File: src/uadm_map.svh
`ifndef UADM_MAP_SVH
`define UADM_MAP_SVH

// ----------------------------------------------------------------
// Register byte offsets
// ----------------------------------------------------------------
`define UADM_OFS_RX_CHAR    6'h00
`define UADM_OFS_TX_CHAR    6'h04
`define UADM_OFS_BAUD       6'h08
`define UADM_OFS_ADMD       6'h0C
`define UADM_OFS_CTRL       6'h10
`define UADM_OFS_STAT       6'h14

// ----------------------------------------------------------------
// Control register fields
// ----------------------------------------------------------------
`define UADM_CTRL_PARITY_DATA_SELECT_LSB 0
`define UADM_CTRL_HIGH_SPEED_BIT_TIMING      2
`define UADM_CTRL_ADDRESS_DETECT_ENABLE     3
`define UADM_CTRL_RXEN      4
`define UADM_CTRL_TXEN      5
`define UADM_CTRL_W         6

// ----------------------------------------------------------------
// Status register fields
// ----------------------------------------------------------------
`define UADM_STAT_RXDA      0
`define UADM_STAT_OERR      1
`define UADM_STAT_FERR      2
`define UADM_STAT_PERR      3
`define UADM_STAT_RIDLE     4
`define UADM_STAT_TRMT      5
`define UADM_STAT_TXBF      6
`define UADM_STAT_MATCHED   7

// ----------------------------------------------------------------
// Field layouts and encodings
// ----------------------------------------------------------------
`define UADM_MASK_LSB       8
`define UADM_ADDR_LSB       0
`define UADM_PARITY_DATA_SELECT_8N       2'h0
`define UADM_PARITY_DATA_SELECT_8E       2'h1
`define UADM_PARITY_DATA_SELECT_8O       2'h2
`define UADM_PARITY_DATA_SELECT_9N       2'h3

// ----------------------------------------------------------------
// Reset values
// ----------------------------------------------------------------
`define UADM_RST_BAUD       16'h0000
`define UADM_RST_ADMD       16'h0000
`define UADM_RST_RX_CHAR    9'h000
`define UADM_RST_CTRL       6'h00

// ----------------------------------------------------------------
// Bit timing in baud generator ticks, and last data bit index per format
// ----------------------------------------------------------------
`define UADM_LAST_HS        5'h03
`define UADM_LAST_STD       5'h0F
`define UADM_MID_HS         5'h01
`define UADM_MID_STD        5'h07
`define UADM_LAST_BIT_8     4'h7
`define UADM_LAST_BIT_9     4'h8

`endif

File: src/uadm_pkg.sv
`default_nettype none

package uadm_pkg;
	typedef logic [31:0] uadm_word_type;
	typedef logic [8:0]  uadm_char_type;
	typedef logic [5:0]  uadm_addr_type;
	typedef enum logic [2:0] {
		UADM_IDLE,
		UADM_START,
		UADM_DATA,
		UADM_PARITY,
		UADM_STOP
	} uadm_line_state_type;
endpackage

`default_nettype wire

File: src/uadm_stream_if.sv
`default_nettype none

interface uadm_stream_if #(parameter int WIDTH = 9);
	logic             valid;
	logic             ready;
	logic [WIDTH-1:0] data;
	modport producer(output valid, output data, input ready);
	modport consumer(input valid, input data, output ready);
endinterface

`default_nettype wire

File: src/uadm_fifo.sv
`default_nettype none

module uadm_fifo #(
	parameter int WIDTH = 9,
	parameter int DEPTH = 8
) (
	input  wire logic       clock,
	input  wire logic       arst_n,
	uadm_stream_if.consumer inPort,
	uadm_stream_if.producer outPort
);
	import uadm_pkg::*;

	localparam int PW = (DEPTH > 1) ? $clog2(DEPTH) : 1;

	typedef struct packed {
		logic [DEPTH-1:0][WIDTH-1:0] mem;
		logic [PW-1:0]               rd;
		logic [PW-1:0]               wr;
		logic [PW:0]                 count;
	} uadm_fifo_state_type;

	uadm_fifo_state_type cur;
	uadm_fifo_state_type next_cur;
	logic                doPush;
	logic                doPop;

	function automatic logic [PW-1:0] bump(input logic [PW-1:0] p);
		return (p == PW'(DEPTH - 1)) ? '0 : PW'(p + 1'b1);
	endfunction

	assign inPort.ready  = (cur.count != (PW + 1)'(DEPTH));
	assign outPort.valid = (cur.count != '0);
	assign outPort.data  = cur.mem[cur.rd];
	assign doPush        = inPort.valid && inPort.ready;
	assign doPop         = outPort.valid && outPort.ready;

	always_comb begin
		next_cur = cur;
		if (doPush) begin
			next_cur.mem[cur.wr] = inPort.data;
			next_cur.wr          = bump(cur.wr);
		end
		if (doPop) begin
			next_cur.rd = bump(cur.rd);
		end
		if (doPush && !doPop) begin
			next_cur.count = cur.count + 1'b1;
		end else if (doPop && !doPush) begin
			next_cur.count = cur.count - 1'b1;
		end
	end

	always_ff @(posedge clock or negedge arst_n) begin
		if (!arst_n) begin
			cur <= '0;
		end else begin
			cur <= next_cur;
		end
	end
endmodule // uadm_fifo

`default_nettype wire

File: src/uadm_serial_core.sv
`include "uadm_map.svh"
`default_nettype none
// Operation
// (RQ1) Received character shows in the low 9 bits, upper bits zero, reset 0.
// (RQ2) Software writes a 9-bit character to send; it reads back as zero.
// (RQ3) A 16-bit read/write divisor, reset 0, sets the baud generator rate.
// (RQ4) Only match-address bits whose mask bit is one take part in a match.
// (RQ5) In address detect mode hardware recognises the station address.
// (RQ6) Ninth bit one marks an address; detect mode needs 9-bit format.
// (RQ7) A bit lasts 4 generator ticks in high speed, 16 in standard speed.
// (RQ8) Parity/data select 11 means 9 data bits, no parity, bit 8 on top.
// (RQ9) Unaddressed data is dropped until a matching address passes it on.

module uadm_serial_core #(
	parameter int FIFO_DEPTH = 8
) (
	input  wire logic                    clock,
	input  wire logic                    arst_n,
	input  wire uadm_pkg::uadm_addr_type avs_address,
	input  wire logic                    avs_read,
	input  wire logic                    avs_write,
	input  wire uadm_pkg::uadm_word_type avs_writedata,
	input  wire logic [3:0]              avs_byteenable,
	output var  uadm_pkg::uadm_word_type avs_readdata,
	output var  logic                    avs_waitrequest,
	input  wire logic                    serialIn,
	output var  logic                    serialOut
);
	import uadm_pkg::*;

	// ----------------------------------------------------------------
	// State
	// ----------------------------------------------------------------
	typedef struct packed {
		logic                       ack;
		uadm_word_type              rdata;
		logic [15:0]                baud;
		logic [15:0]                admd;
		logic [`UADM_CTRL_W-1:0]    ctrl;
		logic [15:0]                baudCount;
		uadm_line_state_type        txState;
		logic [4:0]                 txTick;
		logic [3:0]                 txBit;
		uadm_char_type              txShift;
		logic                       txLow;
		uadm_line_state_type        rxState;
		logic [4:0]                 rxTick;
		logic [3:0]                 rxBit;
		uadm_char_type              rxShift;
		logic                       rxPar;
		uadm_char_type              rxChar;
		logic                       rxAvail;
		logic                       overrun;
		logic                       frameErr;
		logic                       parityErr;
		logic                       matched;
	} uadm_core_state_type;

	uadm_core_state_type cur;
	uadm_core_state_type next_cur;

	uadm_stream_if #(.WIDTH(9)) pushLink();
	uadm_stream_if #(.WIDTH(9)) popLink();

	logic [1:0] parity_data_select;
	logic       nineBit;
	logic       parityOn;
	logic       addrMode;
	logic       txEn;
	logic       rxEn;
	logic       tick;
	logic [4:0] lastTick;
	logic [4:0] midTick;
	logic [3:0] lastBit;
	logic       txSel;
	logic       busRead;

	// ----------------------------------------------------------------
	// Helpers
	// ----------------------------------------------------------------
	function automatic logic parityOf(input uadm_char_type c,
		input logic [1:0] sel);
		return (sel == `UADM_PARITY_DATA_SELECT_8O) ? ~(^c[7:0]) : ^c[7:0];
	endfunction

	function automatic logic addrHit(input uadm_char_type c,
		input logic [15:0] admd);
		logic [7:0] mask;
		logic [7:0] addr;
		mask = admd[`UADM_MASK_LSB +: 8];
		addr = admd[`UADM_ADDR_LSB +: 8];
		return (((c[7:0] ^ addr) & mask) == 8'h00);
	endfunction

	function automatic logic [15:0] mergeHalf(input logic [15:0] old,
		input uadm_word_type wd, input logic [3:0] be);
		logic [15:0] res;
		res = old;
		if (be[0]) begin
			res[7:0] = wd[7:0];
		end
		if (be[1]) begin
			res[15:8] = wd[15:8];
		end
		return res;
	endfunction

	// ----------------------------------------------------------------
	// Decode
	// ----------------------------------------------------------------
	assign parity_data_select    = cur.ctrl[`UADM_CTRL_PARITY_DATA_SELECT_LSB +: 2];
	assign nineBit  = (parity_data_select == `UADM_PARITY_DATA_SELECT_9N); // RQ8
	assign parityOn = (parity_data_select == `UADM_PARITY_DATA_SELECT_8E) || (parity_data_select == `UADM_PARITY_DATA_SELECT_8O);
	assign addrMode = cur.ctrl[`UADM_CTRL_ADDRESS_DETECT_ENABLE] && nineBit; // RQ6
	assign txEn     = cur.ctrl[`UADM_CTRL_TXEN];
	assign rxEn     = cur.ctrl[`UADM_CTRL_RXEN];
	// Compare by >= so a lowered divisor cannot stall the ticks
	assign tick     = (cur.baudCount >= cur.baud); // RQ3
	assign lastTick = cur.ctrl[`UADM_CTRL_HIGH_SPEED_BIT_TIMING] ? `UADM_LAST_HS
		: `UADM_LAST_STD; // RQ7
	assign midTick  = cur.ctrl[`UADM_CTRL_HIGH_SPEED_BIT_TIMING] ? `UADM_MID_HS
		: `UADM_MID_STD;
	assign lastBit  = nineBit ? `UADM_LAST_BIT_9 : `UADM_LAST_BIT_8;
	assign txSel    = (avs_address == `UADM_OFS_TX_CHAR);
	assign busRead  = avs_read && !cur.ack;

	// ----------------------------------------------------------------
	// Transmit buffer and bus handshake
	// ----------------------------------------------------------------
	assign pushLink.valid  = avs_write && txSel; // RQ2
	assign pushLink.data   = avs_writedata[8:0];
	assign popLink.ready   = txEn && (cur.txState == UADM_IDLE);
	assign avs_waitrequest = busRead
		|| (avs_write && txSel && !pushLink.ready);
	assign avs_readdata    = cur.rdata;
	assign serialOut       = ~cur.txLow;

	uadm_fifo #(
		.WIDTH(9),
		.DEPTH(FIFO_DEPTH)
	) txBuffer (
		.clock  (clock),
		.arst_n (arst_n),
		.inPort (pushLink),
		.outPort(popLink)
	);

	// ----------------------------------------------------------------
	// Next state
	// ----------------------------------------------------------------
	always_comb begin
		next_cur = cur;

		// Register reads take one wait cycle
		next_cur.ack = busRead;
		if (busRead) begin
			next_cur.rdata = '0;
			unique case (avs_address)
				`UADM_OFS_RX_CHAR: next_cur.rdata[8:0] = cur.rxChar; // RQ1
				`UADM_OFS_BAUD:    next_cur.rdata[15:0] = cur.baud;
				`UADM_OFS_ADMD:    next_cur.rdata[15:0] = cur.admd;
				`UADM_OFS_CTRL:
					next_cur.rdata[`UADM_CTRL_W-1:0] = cur.ctrl;
				`UADM_OFS_STAT: begin
					next_cur.rdata[`UADM_STAT_RXDA]    = cur.rxAvail;
					next_cur.rdata[`UADM_STAT_OERR]    = cur.overrun;
					next_cur.rdata[`UADM_STAT_FERR]    = cur.frameErr;
					next_cur.rdata[`UADM_STAT_PERR]    = cur.parityErr;
					next_cur.rdata[`UADM_STAT_RIDLE]   =
						(cur.rxState == UADM_IDLE);
					next_cur.rdata[`UADM_STAT_TRMT]    =
						(cur.txState == UADM_IDLE) && !popLink.valid;
					next_cur.rdata[`UADM_STAT_TXBF]    = !pushLink.ready;
					next_cur.rdata[`UADM_STAT_MATCHED] = cur.matched;
				end
				default: next_cur.rdata = '0;
			endcase
		end

		// Reading the received character consumes it
		if (avs_read && cur.ack && (avs_address == `UADM_OFS_RX_CHAR)) begin
			next_cur.rxAvail = 1'b0;
		end

		// Register writes; writing 0 to the overrun bit clears it
		if (avs_write) begin
			unique case (avs_address)
				`UADM_OFS_BAUD:
					next_cur.baud = mergeHalf(cur.baud, avs_writedata,
						avs_byteenable); // RQ3
				`UADM_OFS_ADMD:
					next_cur.admd = mergeHalf(cur.admd, avs_writedata,
						avs_byteenable);
				`UADM_OFS_CTRL: begin
					if (avs_byteenable[0]) begin
						next_cur.ctrl = avs_writedata[`UADM_CTRL_W-1:0];
					end
				end
				`UADM_OFS_STAT: begin
					if (avs_byteenable[0]
						&& !avs_writedata[`UADM_STAT_OERR]) begin
						next_cur.overrun = 1'b0;
					end
				end
				default: begin
				end
			endcase
		end

		// Baud generator: one tick every divisor + 1 clocks
		next_cur.baudCount = tick ? 16'h0000 : cur.baudCount + 16'h0001; // RQ3

		// Transmitter
		if (!txEn) begin
			next_cur.txState = UADM_IDLE;
			next_cur.txLow   = 1'b0;
		end else begin
			unique case (cur.txState)
				UADM_IDLE: begin
					if (popLink.valid) begin
						next_cur.txShift = popLink.data;
						next_cur.txState = UADM_START;
						next_cur.txTick  = 5'h00;
						next_cur.txLow   = 1'b1;
					end
				end
				UADM_START, UADM_DATA, UADM_PARITY, UADM_STOP: begin
					if (tick && (cur.txTick != lastTick)) begin
						next_cur.txTick = cur.txTick + 5'h01;
					end else if (tick) begin
						next_cur.txTick = 5'h00; // RQ7
						if (cur.txState == UADM_START) begin
							next_cur.txState = UADM_DATA;
							next_cur.txBit   = 4'h0;
							next_cur.txLow   = ~cur.txShift[0];
						end else if (cur.txState == UADM_DATA
							&& cur.txBit != lastBit) begin
							next_cur.txBit = cur.txBit + 4'h1;
							next_cur.txLow = ~cur.txShift[cur.txBit + 4'h1]; // RQ8
						end else if (cur.txState == UADM_DATA && parityOn) begin
							next_cur.txState = UADM_PARITY;
							next_cur.txLow   = ~parityOf(cur.txShift, parity_data_select);
						end else if (cur.txState != UADM_STOP) begin
							next_cur.txState = UADM_STOP;
							next_cur.txLow   = 1'b0;
						end else begin
							next_cur.txState = UADM_IDLE;
						end
					end
				end
				default: begin
					next_cur.txState = UADM_IDLE;
					next_cur.txLow   = 1'b0;
				end
			endcase
		end

		// Receiver
		if (!rxEn) begin
			next_cur.rxState = UADM_IDLE;
		end else begin
			unique case (cur.rxState)
				UADM_IDLE: begin
					if (tick && !serialIn) begin
						next_cur.rxState = UADM_START;
						next_cur.rxTick  = 5'h00;
						next_cur.rxShift = 9'h000;
					end
				end
				UADM_START, UADM_DATA, UADM_PARITY, UADM_STOP: begin
					if (tick) begin
						next_cur.rxTick = (cur.rxTick == lastTick) ? 5'h00
							: cur.rxTick + 5'h01; // RQ7
						if (cur.rxTick == midTick) begin
							if (cur.rxState == UADM_START && serialIn) begin
								next_cur.rxState = UADM_IDLE;
							end else if (cur.rxState == UADM_DATA) begin
								next_cur.rxShift[cur.rxBit] = serialIn; // RQ8
							end else if (cur.rxState == UADM_PARITY) begin
								next_cur.rxPar = serialIn;
							end else if (cur.rxState == UADM_STOP) begin
								next_cur.rxState = UADM_IDLE;
								// Address characters steer the pass gate
								if (addrMode && cur.rxShift[8]) begin // RQ6
									next_cur.matched =
										addrHit(cur.rxShift, cur.admd); // RQ4 RQ5 RQ9
								end
								if (!addrMode || next_cur.matched) begin // RQ9
									if (next_cur.rxAvail) begin
										next_cur.overrun = 1'b1;
									end else begin
										next_cur.rxChar    = cur.rxShift; // RQ1
										next_cur.rxAvail   = 1'b1;
										next_cur.frameErr  = !serialIn;
										next_cur.parityErr = parityOn
											&& (cur.rxPar
											!= parityOf(cur.rxShift, parity_data_select));
									end
								end
							end
						end else if (cur.rxTick == lastTick) begin
							if (cur.rxState == UADM_START) begin
								next_cur.rxState = UADM_DATA;
								next_cur.rxBit   = 4'h0;
							end else if (cur.rxState == UADM_DATA
								&& cur.rxBit != lastBit) begin
								next_cur.rxBit = cur.rxBit + 4'h1;
							end else if (cur.rxState == UADM_DATA) begin
								next_cur.rxState = parityOn ? UADM_PARITY
									: UADM_STOP;
							end else if (cur.rxState == UADM_PARITY) begin
								next_cur.rxState = UADM_STOP;
							end
						end
					end
				end
				default: next_cur.rxState = UADM_IDLE;
			endcase
		end
	end

	// ----------------------------------------------------------------
	// Registers
	// ----------------------------------------------------------------
	always_ff @(posedge clock or negedge arst_n) begin
		if (!arst_n) begin
			cur <= '0; // RQ1 RQ3
		end else begin
			cur <= next_cur;
		end
	end
endmodule // uadm_serial_core

`default_nettype wire

File: config.mk
export PLATFORM = sky130hd
export DESIGN_NAME = uadm_serial_core
export DESIGN_NICKNAME = d
export VERILOG_FILES = /design/src/uadm_pkg.sv /design/src/uadm_stream_if.sv /design/src/uadm_fifo.sv /design/src/uadm_serial_core.sv
export VERILOG_INCLUDE_DIRS = /design/src
export SDC_FILE = /design/constraint.sdc
export NUM_CORES = 1
export LEC_CHECK = 0
export BUFFER_PORTS_ARGS = -buffer_cell sky130_fd_sc_hd__buf_4
export CORE_ASPECT_RATIO = 0.8
export CORE_MARGIN = 3
export CORE_UTILIZATION = 60
export CTS_BUF_LIST = sky130_fd_sc_hd__clkbuf_4 sky130_fd_sc_hd__clkbuf_8
export CTS_CLUSTER_DIAMETER = 80
export DETAILED_ROUTE_END_ITERATION = 7
export PLACE_DENSITY = 0.79
export SETUP_SLACK_MARGIN = 0.2
export SLEW_MARGIN = 20
export SYNTH_ARGS = -nofsm -noshare
export SYNTH_HDL_FRONTEND = slang
export SYNTH_SLANG_ARGS = --single-unit
export TNS_END_PERCENT = 20
File: constraint.sdc
create_clock -name clock -period 3.64 [get_ports clock]
set_input_delay 0.182 -clock clock [delete_from_list [all_inputs] [get_ports clock]]
set_output_delay 0.182 -clock clock [all_outputs]
set_load 0.01 [all_outputs]
==> results of run 1 <==
==> layer usage <==
metal,up-vias,global-route usage (%),share of wire (%)
met3,56,6.136,7.5
met4,0,7.398,2.1
li1,3717,-,-
met5,-,0,0
met2,302,38.93,43
met1,3985,38.08,47
==> final cells by class <==
cell class | instances | area (um^2) | share of cell area [%]
inverter | 48 | 180.2 | 1.407
clock buffer | 51 | 633.1 | 4.944
clock inverter | 8 | 80.08 | 0.6254
timing repair buffer | 81 | 686.9 | 5.364
sequential | 211 | 5280 | 41.24
tap | 253 | 316.6 | 2.472
multi-input combinational | 675 | 5628 | 43.95
==> kinds of logic (layout without fill, tap and decap cells) <==
| kind of cell | count (synthesis) | after routing | synth area share [%] |
|---|---|---|---|
| compound gates | 159 | 159 | 9.655 |
| other cells | 1 | 16 | 0.03270 |
| mux | 172 | 172 | 18.69 |
| flops | 211 | 211 | 46.04 |
| simple gates | 250 | 250 | 12.98 |
| fa+ha+maj | 34 | 34 | 3.775 |
| buf+inv | 129 | 188 | 5.466 |
| xor+xnor | 44 | 44 | 3.360 |
==> synthesized netlist by cell type, types with 6 or more instances <==
library cell and instances:
a21oi_1 15, a22oi_1 12, buf_1 8, a211oi_1 6
o31ai_1 15, nand3_1 27, dfrtp_1 211, nand4b_1 7
mux4_2 20, buf_4 33, xor2_1 19, mux2_2 126
ha_1 33, nor2b_1 6, and3_1 8, clkbuf_1 30
nor2_1 41, xnor2_1 25, nand2_1 71, a21o_1 9
o211ai_1 9, o221ai_1 9, mux2i_1 21, buf_2 9
o21ai_0 40, nand2b_1 11, a31oi_1 7, inv_1 47
nor3_1 7, nand4_1 17
==> layout by cell type (no fill, tap or decap), drive strengths merged, types with 9 or more instances in the layout <==
master | netlist | layout
nor2 | 41 | 41
o31ai | 15 | 15
nor3 | 10 | 10
conb | 1 | 16
a21oi | 15 | 15
mux2 | 131 | 131
nand3 | 29 | 29
dfrtp | 211 | 211
a21o | 9 | 9
mux2i | 21 | 21
o211ai | 9 | 9
nand4 | 21 | 21
inv | 48 | 50
ha | 33 | 33
nand2 | 73 | 73
buf | 51 | 61
xor2 | 19 | 19
dlygate4sd3 | 0 | 19
clkbuf | 30 | 52
mux4 | 20 | 20
o21ai | 41 | 41
a22oi | 12 | 12
nand2b | 11 | 11
o221ai | 9 | 9
xnor2 | 25 | 25
==> tightest hold or removal path, stage by stage <==
cell and delay (ns):
buf_4 0.12, nand2_1 0.11, o31ai_1 0.09, o21ai_0 0.10
==> power breakdown <==
part | internal, uW | total, uW | leakage [uW] | switching, uW
clock | 1200 | 2170 | 0.000380 | 976
sequential | 2540 | 2910 | 0.00287 | 367
combinational | 646 | 1320 | 0.00275 | 671
total | 4390 | 6400 | 0.00600 | 2010
==> stage by stage <==
stage	setup slack (ns)	cells	hold WS, ns
2_1_floorplan	0.6634	1015	-0.1136
3_3_place_gp	0.7878	1249	0.3526
3_5_place_dp	0.7591	1249	0.3537
4_1_cts	0.7393	1327	0.06215
5_1_grt	0.5860	1327	0.1139
6_report	0.6931	1327	0.09900
==> path summary, 6_finish.rpt <==
path | startpoint | to | slack (ns) | cells after the start
setup / recovery | cur[69] | cur[9] | 0.69 | 7
hold / removal | avs_byteenable[0] | cur[3] | 0.1 | 4
setup reg to reg | cur[69] | cur[9] | 0.69 | 7
hold reg to reg | avs_readdata[4] | avs_readdata[4] | 0.48 | 2
max in group asynchronous | arst_n | txBuffer.cur[72] | 2.54 | 3
min in group asynchronous | arst_n | cur[29] | 0.29 | 2
==> state kept, by name, indices dropped and copies added (netlist names) <==
name and flops:
avs_readdata 16, cur 113, txBuffer.cur 82
==> repair_timing <==
action                    in CTS  in global routing
hold endpoints to repair     212                  0
resized for setup              0                  0
hold buffers                  19                  0
==> flow_metrics.env, run 1 <==
export IMPL_hp_class="in -> reg"
export IMPL_place_area_um2=11900
export IMPL_worst_slew_pin_slew_ns=0.9208
export IMPL_p_per_area_nw_per_um2=499.8
export IMPL_finalSetupTns_ns=0
export IMPL_max_freq_mhz=339.3
export IMPL_cts_root_buf="clkbuf_8"
export IMPL_cts_buffers=35
export IMPL_antenna_found_initial=0
export IMPL_synthCells=1000
export IMPL_setup_viol=0
export IMPL_power_leakage_uw=0.006002
export IMPL_wl_per_cell_um=19.95
export IMPL_grt_pass1_vias=7973
export IMPL_arrival_ns=3.37
export IMPL_hold_viol=0
export IMPL_clockBufferDepth=3
export IMPL_cp_max_fo=12
export IMPL_htreeDepth=2
export IMPL_cts_tree="yes"
export IMPL_startpoint_type="register"
export IMPL_synth_edff_count=0
export IMPL_vdd_ir_drop_max_uv=369.4
export IMPL_maxCapViolations=0
export IMPL_drt_initial_drc_count=719
export IMPL_clock_sinks=211
export IMPL_num_io_pins=81
export IMPL_cp_slowest_stage_delay_ns=0.59
export IMPL_outcome="completed"
export IMPL_worstPathRequired_ns=4.06
export IMPL_ys_warn_count=0
export IMPL_num_vias=8060
export IMPL_clk_latency_ns=0.55
export IMPL_critPathTopFamily="simple AND/OR/NAND/NOR gates"
export IMPL_ant_nets=0
export IMPL_syn_avg_cell_area_um2=11.47
export IMPL_synth_top_cell_area_share_pct=46.04
export IMPL_utilization_pct=69.43
export IMPL_yosysSeqAreaShare_pct=46.04
export IMPL_port_buffers=46
export IMPL_drt_pass1_iterations=5
export IMPL_fin_area_um2=12800
export IMPL_min_period_ns=2.947
export IMPL_worstPathCellList="ha_1 -> and4_1 -> nand2_2 -> or4_4 -> nand3_4 -> nand4_2 -> mux2_4"
export IMPL_worstSetupEndpointType="register"
export IMPL_power_total_uw=6399
export IMPL_dieWidth_um=160.6
export IMPL_grt_usage_pct=25.93
export IMPL_final_nets=1133
export IMPL_die_height_um=129.7
export IMPL_area_growth_pct=11.65
export IMPL_finalMaxSlewViolations=0
export IMPL_dieArea_um2=20820
export IMPL_initial_core_util_pct=62.18
export IMPL_netlist_area_um2=11470
export IMPL_gp_congestion=0.9468
export IMPL_grt_pass1_wl_mm=42.92
export IMPL_worst_path_buf_inv=0
export IMPL_grt_setup_unrepaired="no"
export IMPL_viasPerCell=6.074
export IMPL_gr_total_overflow=0
export IMPL_max_slew_margin_pct=38.36
export IMPL_fillers=1315
export IMPL_ys_ff_latch=211
export IMPL_num_rows=44
export IMPL_synth_async_reset_ratio_pct=100.0
export IMPL_core_um2=18440
export IMPL_crit_type="reg -> reg"
export IMPL_routed_wl_mm=26.47
export IMPL_post_cts_setup_buffer_count=0
export IMPL_hpwl_mm=17.85
export IMPL_antennaDiodeCount=0
export IMPL_grt_max_degree=105
export IMPL_layout_drive_gt1_share_pct=27.75
export IMPL_crit_path_top_delay_cell="or4_4"
export IMPL_finClkSkew_ns=0.02226
export IMPL_period_share_pct=80.96
export IMPL_synth_ff_type="dfrtp_1"
export IMPL_yosys_top_cells_area="dfrtp_1, mux2_2, mux4_2, ha_1, nand2_1"
export IMPL_drc_errors=0
export IMPL_synth_top_area_cell="dfrtp_1"
export IMPL_path_clk_slew_ns=0.07
export IMPL_synth_distinct_cells=85
No activity file was read; power rests on OpenSTA's default activity.
==> inputs of run 2 (changes only) <==
--- a/config.mk
+++ b/config.mk
@@ -6,6 +6,7 @@
 export SDC_FILE = /design/constraint.sdc
 export NUM_CORES = 1
 export LEC_CHECK = 0
+export ABC_AREA = 1
 export BUFFER_PORTS_ARGS = -buffer_cell sky130_fd_sc_hd__buf_4
 export CORE_ASPECT_RATIO = 0.8
 export CORE_MARGIN = 3
==> constraint.sdc (replaced) <==
create_clock -name clock -period 3.05 [get_ports clock]
set_input_delay 0.1525 -clock clock [delete_from_list [all_inputs] [get_ports clock]]
set_output_delay 0.1525 -clock clock [all_outputs]
set_load 0.01 [all_outputs]
==> flow_metrics.env, run 2 <==
export IMPL_yosysSeqAreaShare_pct=46.30
export IMPL_min_period_ns=2.644
export IMPL_hpwl_mm=19.01
export IMPL_hp_class="in -> reg"
export IMPL_regMostFlops="cur"
export IMPL_syn_avg_cell_area_um2=8.228
export IMPL_synth_distinct_cells=52
export IMPL_synth_async_reset_ratio_pct=100.0
export IMPL_clk_latency_ns=0.54
export IMPL_grt_max_degree=83
export IMPL_vdd_ir_drop_max_uv=495.0
export IMPL_setup_viol=0
export IMPL_ys_warn_count=0
export IMPL_r2r_start="cur[99]"
export IMPL_final_nets=1503
export IMPL_finalSetupTns_ns=0
export IMPL_clock_sinks=211
export IMPL_drt_pass1_iterations=5
export IMPL_arrival_ns=3.06
export IMPL_startpoint_type="register"
export IMPL_layout_drive_gt1_share_pct=14.25
export IMPL_grt_pass1_wl_mm=45.58
export IMPL_utilization_pct=68.32
export IMPL_hold_viol=0
export IMPL_ant_nets=0
export IMPL_max_slew_margin_pct=44.32
export IMPL_period_share_pct=86.68
export IMPL_finClkSkew_ns=0.02881
export IMPL_htreeDepth=2
export IMPL_port_buffers=46
export IMPL_power_leakage_uw=0.005923
export IMPL_synth_commonest_cells="nand2_1, dfrtp_1, o21ai_0"
export IMPL_crit_path_top_delay_cell="dfrtp_1"
export IMPL_dieArea_um2=20710
export IMPL_routed_wl_mm=27.79
export IMPL_gr_total_overflow=0
export IMPL_cts_root_buf="clkbuf_8"
export IMPL_maxCapViolations=0
export IMPL_num_vias=9577
export IMPL_synth_edff_count=0
export IMPL_grt_pass1_vias=8965
export IMPL_cp_max_fo=22
export IMPL_cts_buffers=35
export IMPL_yosys_top_cells_area="dfrtp_1, nand2_1, o21ai_0, inv_1, nor2_1"
export IMPL_synthCells=1386
export IMPL_core_um2=18390
export IMPL_area_growth_pct=10.16
export IMPL_num_io_pins=81
export IMPL_most_common_layout_cells="nand2_1, dfrtp_1, o21ai_0"
export IMPL_grt_setup_unrepaired="yes"
export IMPL_synth_top_area_cell="dfrtp_1"
export IMPL_crit_type="reg -> reg"
export IMPL_antennaDiodeCount=0
export IMPL_max_freq_mhz=378.3
export IMPL_worstSetupEndpointType="register"
export IMPL_outcome="completed"
export IMPL_final_cells=1699
export IMPL_worstPathCellList="inv_1 -> ha_1 -> nand2_1 -> nor2_1 -> nor2_1 -> nand2_1 -> nand2_1 -> nand2_1 -> nand2_1 -> nand2_2 -> nand2_2 -> nor2_8 -> nand3_4 -> nand2_1 -> o21ai_2"
export IMPL_synth_top_cell_area_share_pct=46.30
export IMPL_r2r_end="cur[5]"
export IMPL_drc_errors=0
export IMPL_die_height_um=129.3
export IMPL_netlist_area_um2=11400
export IMPL_cts_tree="yes"
export IMPL_dp_cells=1628
export IMPL_initial_core_util_pct=62.02
export IMPL_synth_ff_type="dfrtp_1"
export IMPL_p_per_area_nw_per_um2=630.4
export IMPL_post_cts_setup_buffer_count=0
export IMPL_viasPerCell=5.637
export IMPL_ys_ff_latch=211
export IMPL_path_common_cell="nand2_1"
export IMPL_worst_slew_pin_slew_ns=0.8343
export IMPL_wl_per_cell_um=16.35
export IMPL_cp_endpoint="cur[5]"
export IMPL_critPathTopFamily="simple AND/OR/NAND/NOR gates"
export IMPL_yosysMostFrequentCell="nand2_1"
export IMPL_path_clk_slew_ns=0.06
export IMPL_crit_start="cur[99]"
export IMPL_worst_path_buf_inv=1
export IMPL_whs_path_depth=4
export IMPL_finalMaxSlewViolations=0
export IMPL_dieWidth_um=160.1
export IMPL_gp_congestion=0.8997
export IMPL_grt_usage_pct=27.19
export IMPL_antenna_found_initial=1
export IMPL_drt_initial_drc_count=958
export IMPL_largest_reg_flops=113
export IMPL_rrSetupSlack_ns=0.41
export IMPL_cp_num_cells=15
export IMPL_num_rows=44
export IMPL_reg2regPathDepth=15
export IMPL_cp_slowest_stage_delay_ns=0.42
export IMPL_worstPathRequired_ns=3.46
export IMPL_layout_commonest_cell="nand2_1"
export IMPL_clockBufferDepth=3
run 2: kinds of logic after synthesis:
| logic type | after synthesis | synth area share, % |
|---|---|---|
| fa+ha+maj | 34 | 3.796 |
| other cells | 1 | 0.03288 |
| xor+xnor | 31 | 2.381 |
| buf+inv | 225 | 9.029 |
| flops | 211 | 46.30 |
| simple gates | 558 | 22.01 |
| mux | 1 | 0.09873 |
| compound gates | 325 | 16.36 |
run 2: report_power, final:
part / internal, uW / switching, uW / total, uW
Combinational: 673 / 1320 / 2000
Sequential: 3060 / 287 / 3350
Clock: 1420 / 1160 / 2580
run 2: worst min-delay path by stage:
stage               slack, ns               from         endpoint
global placement         0.17             arst_n          cur[27]
detailed placement       0.17             arst_n          cur[25]
floorplan               -0.14             arst_n  avs_readdata[0]
CTS                      0.02  avs_byteenable[0]           cur[3]
global route             0.05  avs_byteenable[0]           cur[3]
finish                   0.03  avs_byteenable[0]           cur[3]
run 2: tightest hold or removal path, delay by kind of cell:
family / cells / cell delay [ns]
buf+inv: 1 / 0.11
compound gates: 1 / 0.09
simple gates: 2 / 0.18
run 2: layer usage:
| metal | track usage [%] | vias up | share of wire [%] |
|---|---|---|---|
| li1 | - | 4613 | - |
| met1 | 40.60 | 4548 | 47 |
| met2 | 41.02 | 366 | 43 |
| met3 | 5.497 | 50 | 8.2 |
| met4 | 7.143 | 0 | 1.8 |
| met5 | 0 | - | 0 |
run 2: layout make-up:
| type | instances | area [um^2] |
|---|---|---|
| Fill cell | 1516 | 5824 |
| Clock inverter | 7 | 50.05 |
| Clock buffer | 54 | 674.4 |
| Inverter | 143 | 536.8 |
| Timing Repair Buffer | 66 | 551.8 |
| Multi-Input combinational cell | 965 | 5154 |
| Tap cell | 253 | 316.6 |
| Sequential cell | 211 | 5280 |
run 2: metrics by stage:
step	hold WS [ns]	power (uW)	instance area [um^2]	setup slack, ns
2_1_floorplan	-0.1431	4774	11460	0.6146
3_3_place_gp	0.1713	5251	11740	0.4835
3_5_place_dp	0.1748	5336	11740	0.4500
4_1_cts	0.01534	7949	12560	0.4401
5_1_grt	0.04900	8377	12560	0.1856
6_report	0.03388	7920	12560	0.4063
run 2: what timing repair did:
item	4_1_cts	5_1_grt
resized for setup	0	1
endpoints found under the hold margin	79	0
hold buffers	10	0
endpoints found under the setup margin	0	5
==> inputs of run 3 (changes only) <==
--- a/config.mk
+++ b/config.mk
@@ -14,7 +14,8 @@
 export CTS_BUF_LIST = sky130_fd_sc_hd__clkbuf_4 sky130_fd_sc_hd__clkbuf_8
 export CTS_CLUSTER_DIAMETER = 80
 export DETAILED_ROUTE_END_ITERATION = 7
-export PLACE_DENSITY = 0.79
+export GPL_TIMING_DRIVEN = 0
+export PLACE_DENSITY_LB_ADDON = 0.05
 export SETUP_SLACK_MARGIN = 0.2
 export SLEW_MARGIN = 20
 export SYNTH_ARGS = -nofsm -noshare
==> flow_metrics.env, run 3 (synthesis results as in run 2) <==
export IMPL_critPathTopFamily="simple AND/OR/NAND/NOR gates"
export IMPL_cp_slowest_stage_delay_ns=0.43
export IMPL_gp_congestion=0.9194
export IMPL_arrival_ns=3.08
export IMPL_hold_viol=0
export IMPL_grt_usage_pct=29.33
export IMPL_port_buffers=46
export IMPL_reg2regPathDepth=16
export IMPL_clock_sinks=211
export IMPL_hold_ws_ns=0.04024
export IMPL_finalSetupTns_ns=0
export IMPL_antennaDiodeCount=0
export IMPL_num_io_pins=81
export IMPL_period_share_pct=87.36
export IMPL_num_vias=9967
export IMPL_initial_core_util_pct=62.02
export IMPL_final_nets=1585
export IMPL_fillers=1542
export IMPL_clk_latency_ns=0.54
export IMPL_gr_total_overflow=0
export IMPL_layout_drive_gt1_share_pct=17.22
export IMPL_hpwl_mm=21.09
export IMPL_clockBufferDepth=3
export IMPL_max_slew_margin_pct=48.92
export IMPL_crit_type="reg -> reg"
export IMPL_wl_per_cell_um=16.67
export IMPL_maxCapViolations=0
export IMPL_dieWidth_um=160.1
export IMPL_grt_pass1_wl_mm=48.67
export IMPL_regMostFlops="cur"
export IMPL_cts_root_buf="clkbuf_8"
export IMPL_setup_viol=0
export IMPL_grt_max_degree=83
export IMPL_worst_path_buf_inv=4
export IMPL_largest_reg_flops=113
export IMPL_dieArea_um2=20710
export IMPL_core_um2=18390
export IMPL_cp_max_fo=5
export IMPL_path_clk_slew_ns=0.06
export IMPL_r2r_start="cur[56]"
export IMPL_crit_start="cur[56]"
export IMPL_worst_slew_pin_slew_ns=0.7662
export IMPL_hp_class="in -> reg"
export IMPL_worstPathCellList="nor2_4 -> nand2_1 -> nor2_1 -> inv_1 -> nor2_4 -> buf_6 -> clkinvlp_4 -> ha_1 -> inv_1 -> ha_1 -> a21o_1 -> a21oi_1 -> nor2_1 -> nor2_1 -> nand2_1 -> xor2_1"
export IMPL_vdd_ir_drop_max_uv=409.8
export IMPL_grt_setup_unrepaired="no"
export IMPL_area_growth_pct=14.85
export IMPL_min_period_ns=2.665
export IMPL_cp_endpoint="txBuffer.cur[3]"
export IMPL_ant_nets=0
export IMPL_r2r_end="txBuffer.cur[3]"
export IMPL_die_height_um=129.3
export IMPL_power_leakage_uw=0.006218
export IMPL_cp_num_cells=16
export IMPL_rrSetupSlack_ns=0.39
export IMPL_cts_buffers=35
export IMPL_antenna_found_initial=0
export IMPL_p_per_area_nw_per_um2=615.6
export IMPL_drc_errors=0
export IMPL_htreeDepth=2
export IMPL_cts_tree="yes"
export IMPL_grt_pass1_vias=9233
export IMPL_startpoint_type="register"
export IMPL_finalMaxSlewViolations=0
export IMPL_layout_commonest_cell="nand2_1"
export IMPL_finClkSkew_ns=0.02110
export IMPL_path_common_cell="nor2_1"
export IMPL_worstPathRequired_ns=3.47
export IMPL_drt_initial_drc_count=1129
export IMPL_viasPerCell=5.599
export IMPL_num_rows=44
export IMPL_most_common_layout_cells="nand2_1, dfrtp_1, o21ai_0"
export IMPL_routed_wl_mm=29.67
export IMPL_worstSetupEndpointType="register"
export IMPL_crit_path_top_delay_cell="dfrtp_1"
export IMPL_max_freq_mhz=375.3
export IMPL_outcome="completed"
export IMPL_drt_pass1_iterations=5
## run 3: cell types whose count changed in the layout (fill, tap and decap cells not counted), moves of 2 or more
cell,before,now
buf_16,0,2
buf_4,53,80
inv_6,0,2
dlygate4sd3_1,10,15
buf_12,2,0
buf_6,0,6
clkbuf_1,0,22
nor2_4,5,7
buf_2,0,20
clkbuf_8,44,42
## run 3: worst min path at each step
stage,startpoint,slack [ns],endpoint,depth (start not counted)
final,avs_byteenable[0],0.04,cur[3],4
after global routing,avs_byteenable[0],0.04,cur[3],4
after CTS,avs_byteenable[0],0.01,cur[3],4
after detailed placement,arst_n,0.12,cur[27],1
after global placement,serialIn,0.39,cur[2],2
after floorplan,arst_n,-0.14,avs_readdata[0],0
## run 3: stage by stage
stage / instances / utilization, % / power, uW / area [um^2] / setup WS (ns)
after global placement: 1700 / 65.93 / 5388 / 12120 / 0.1963
after CTS: 1778 / 71.01 / 8023 / 13060 / 0.2305
after global routing: 1780 / 71.24 / 8533 / 13100 / 0.1922
after floorplan: 1401 / - / 4774 / 11460 / 0.6146
after detailed placement: 1702 / 66.27 / 5451 / 12190 / 0.1387
final: 1780 / 71.24 / 8064 / 13100 / 0.3855
## run 3: report_power, final
group	switching [uW]	total (uW)	internal, uW
logic	1420	2180	759
registers	265	3330	3060
clock network	1170	2560	1380
## run 3: tightest hold or removal path, stage by stage
cell and delay (ns):
buf_4 0.11, nand2_1 0.12, o31ai_1 0.09, nand2_1 0.06
## run 3: layout make-up
cell class | count | area, um^2 | share of cell area, %
flip-flops and latches | 211 | 5281 | 40.32
multi-input cells | 965 | 5171 | 39.48
clock buffers | 52 | 653.1 | 4.986
repair buffers | 66 | 580.6 | 4.432
inverters | 143 | 540.5 | 4.126
plain buffers | 82 | 501.7 | 3.830
well taps | 253 | 316.6 | 2.417
clock inverters | 8 | 53.80 | 0.4107
## run 3: timing repair
action | 4_1_cts | 5_1_grt
setup buffers | 1 | 2
endpoints found under the hold margin | 85 | 0
resized for setup | 2 | 8
endpoints found under the setup margin | 1 | 2
hold buffers | 15 | 0
## run 3: routing by layer
layer | vias to the layer above | track usage, % | routed length (um)
met1 | 4706 | 45.13 | 13930
met3 | 47 | 7.958 | 2944
met5 | - | 0 | 0
met4 | 0 | 7.347 | 481
li1 | 4801 | - | -
met2 | 413 | 41.30 | 12320
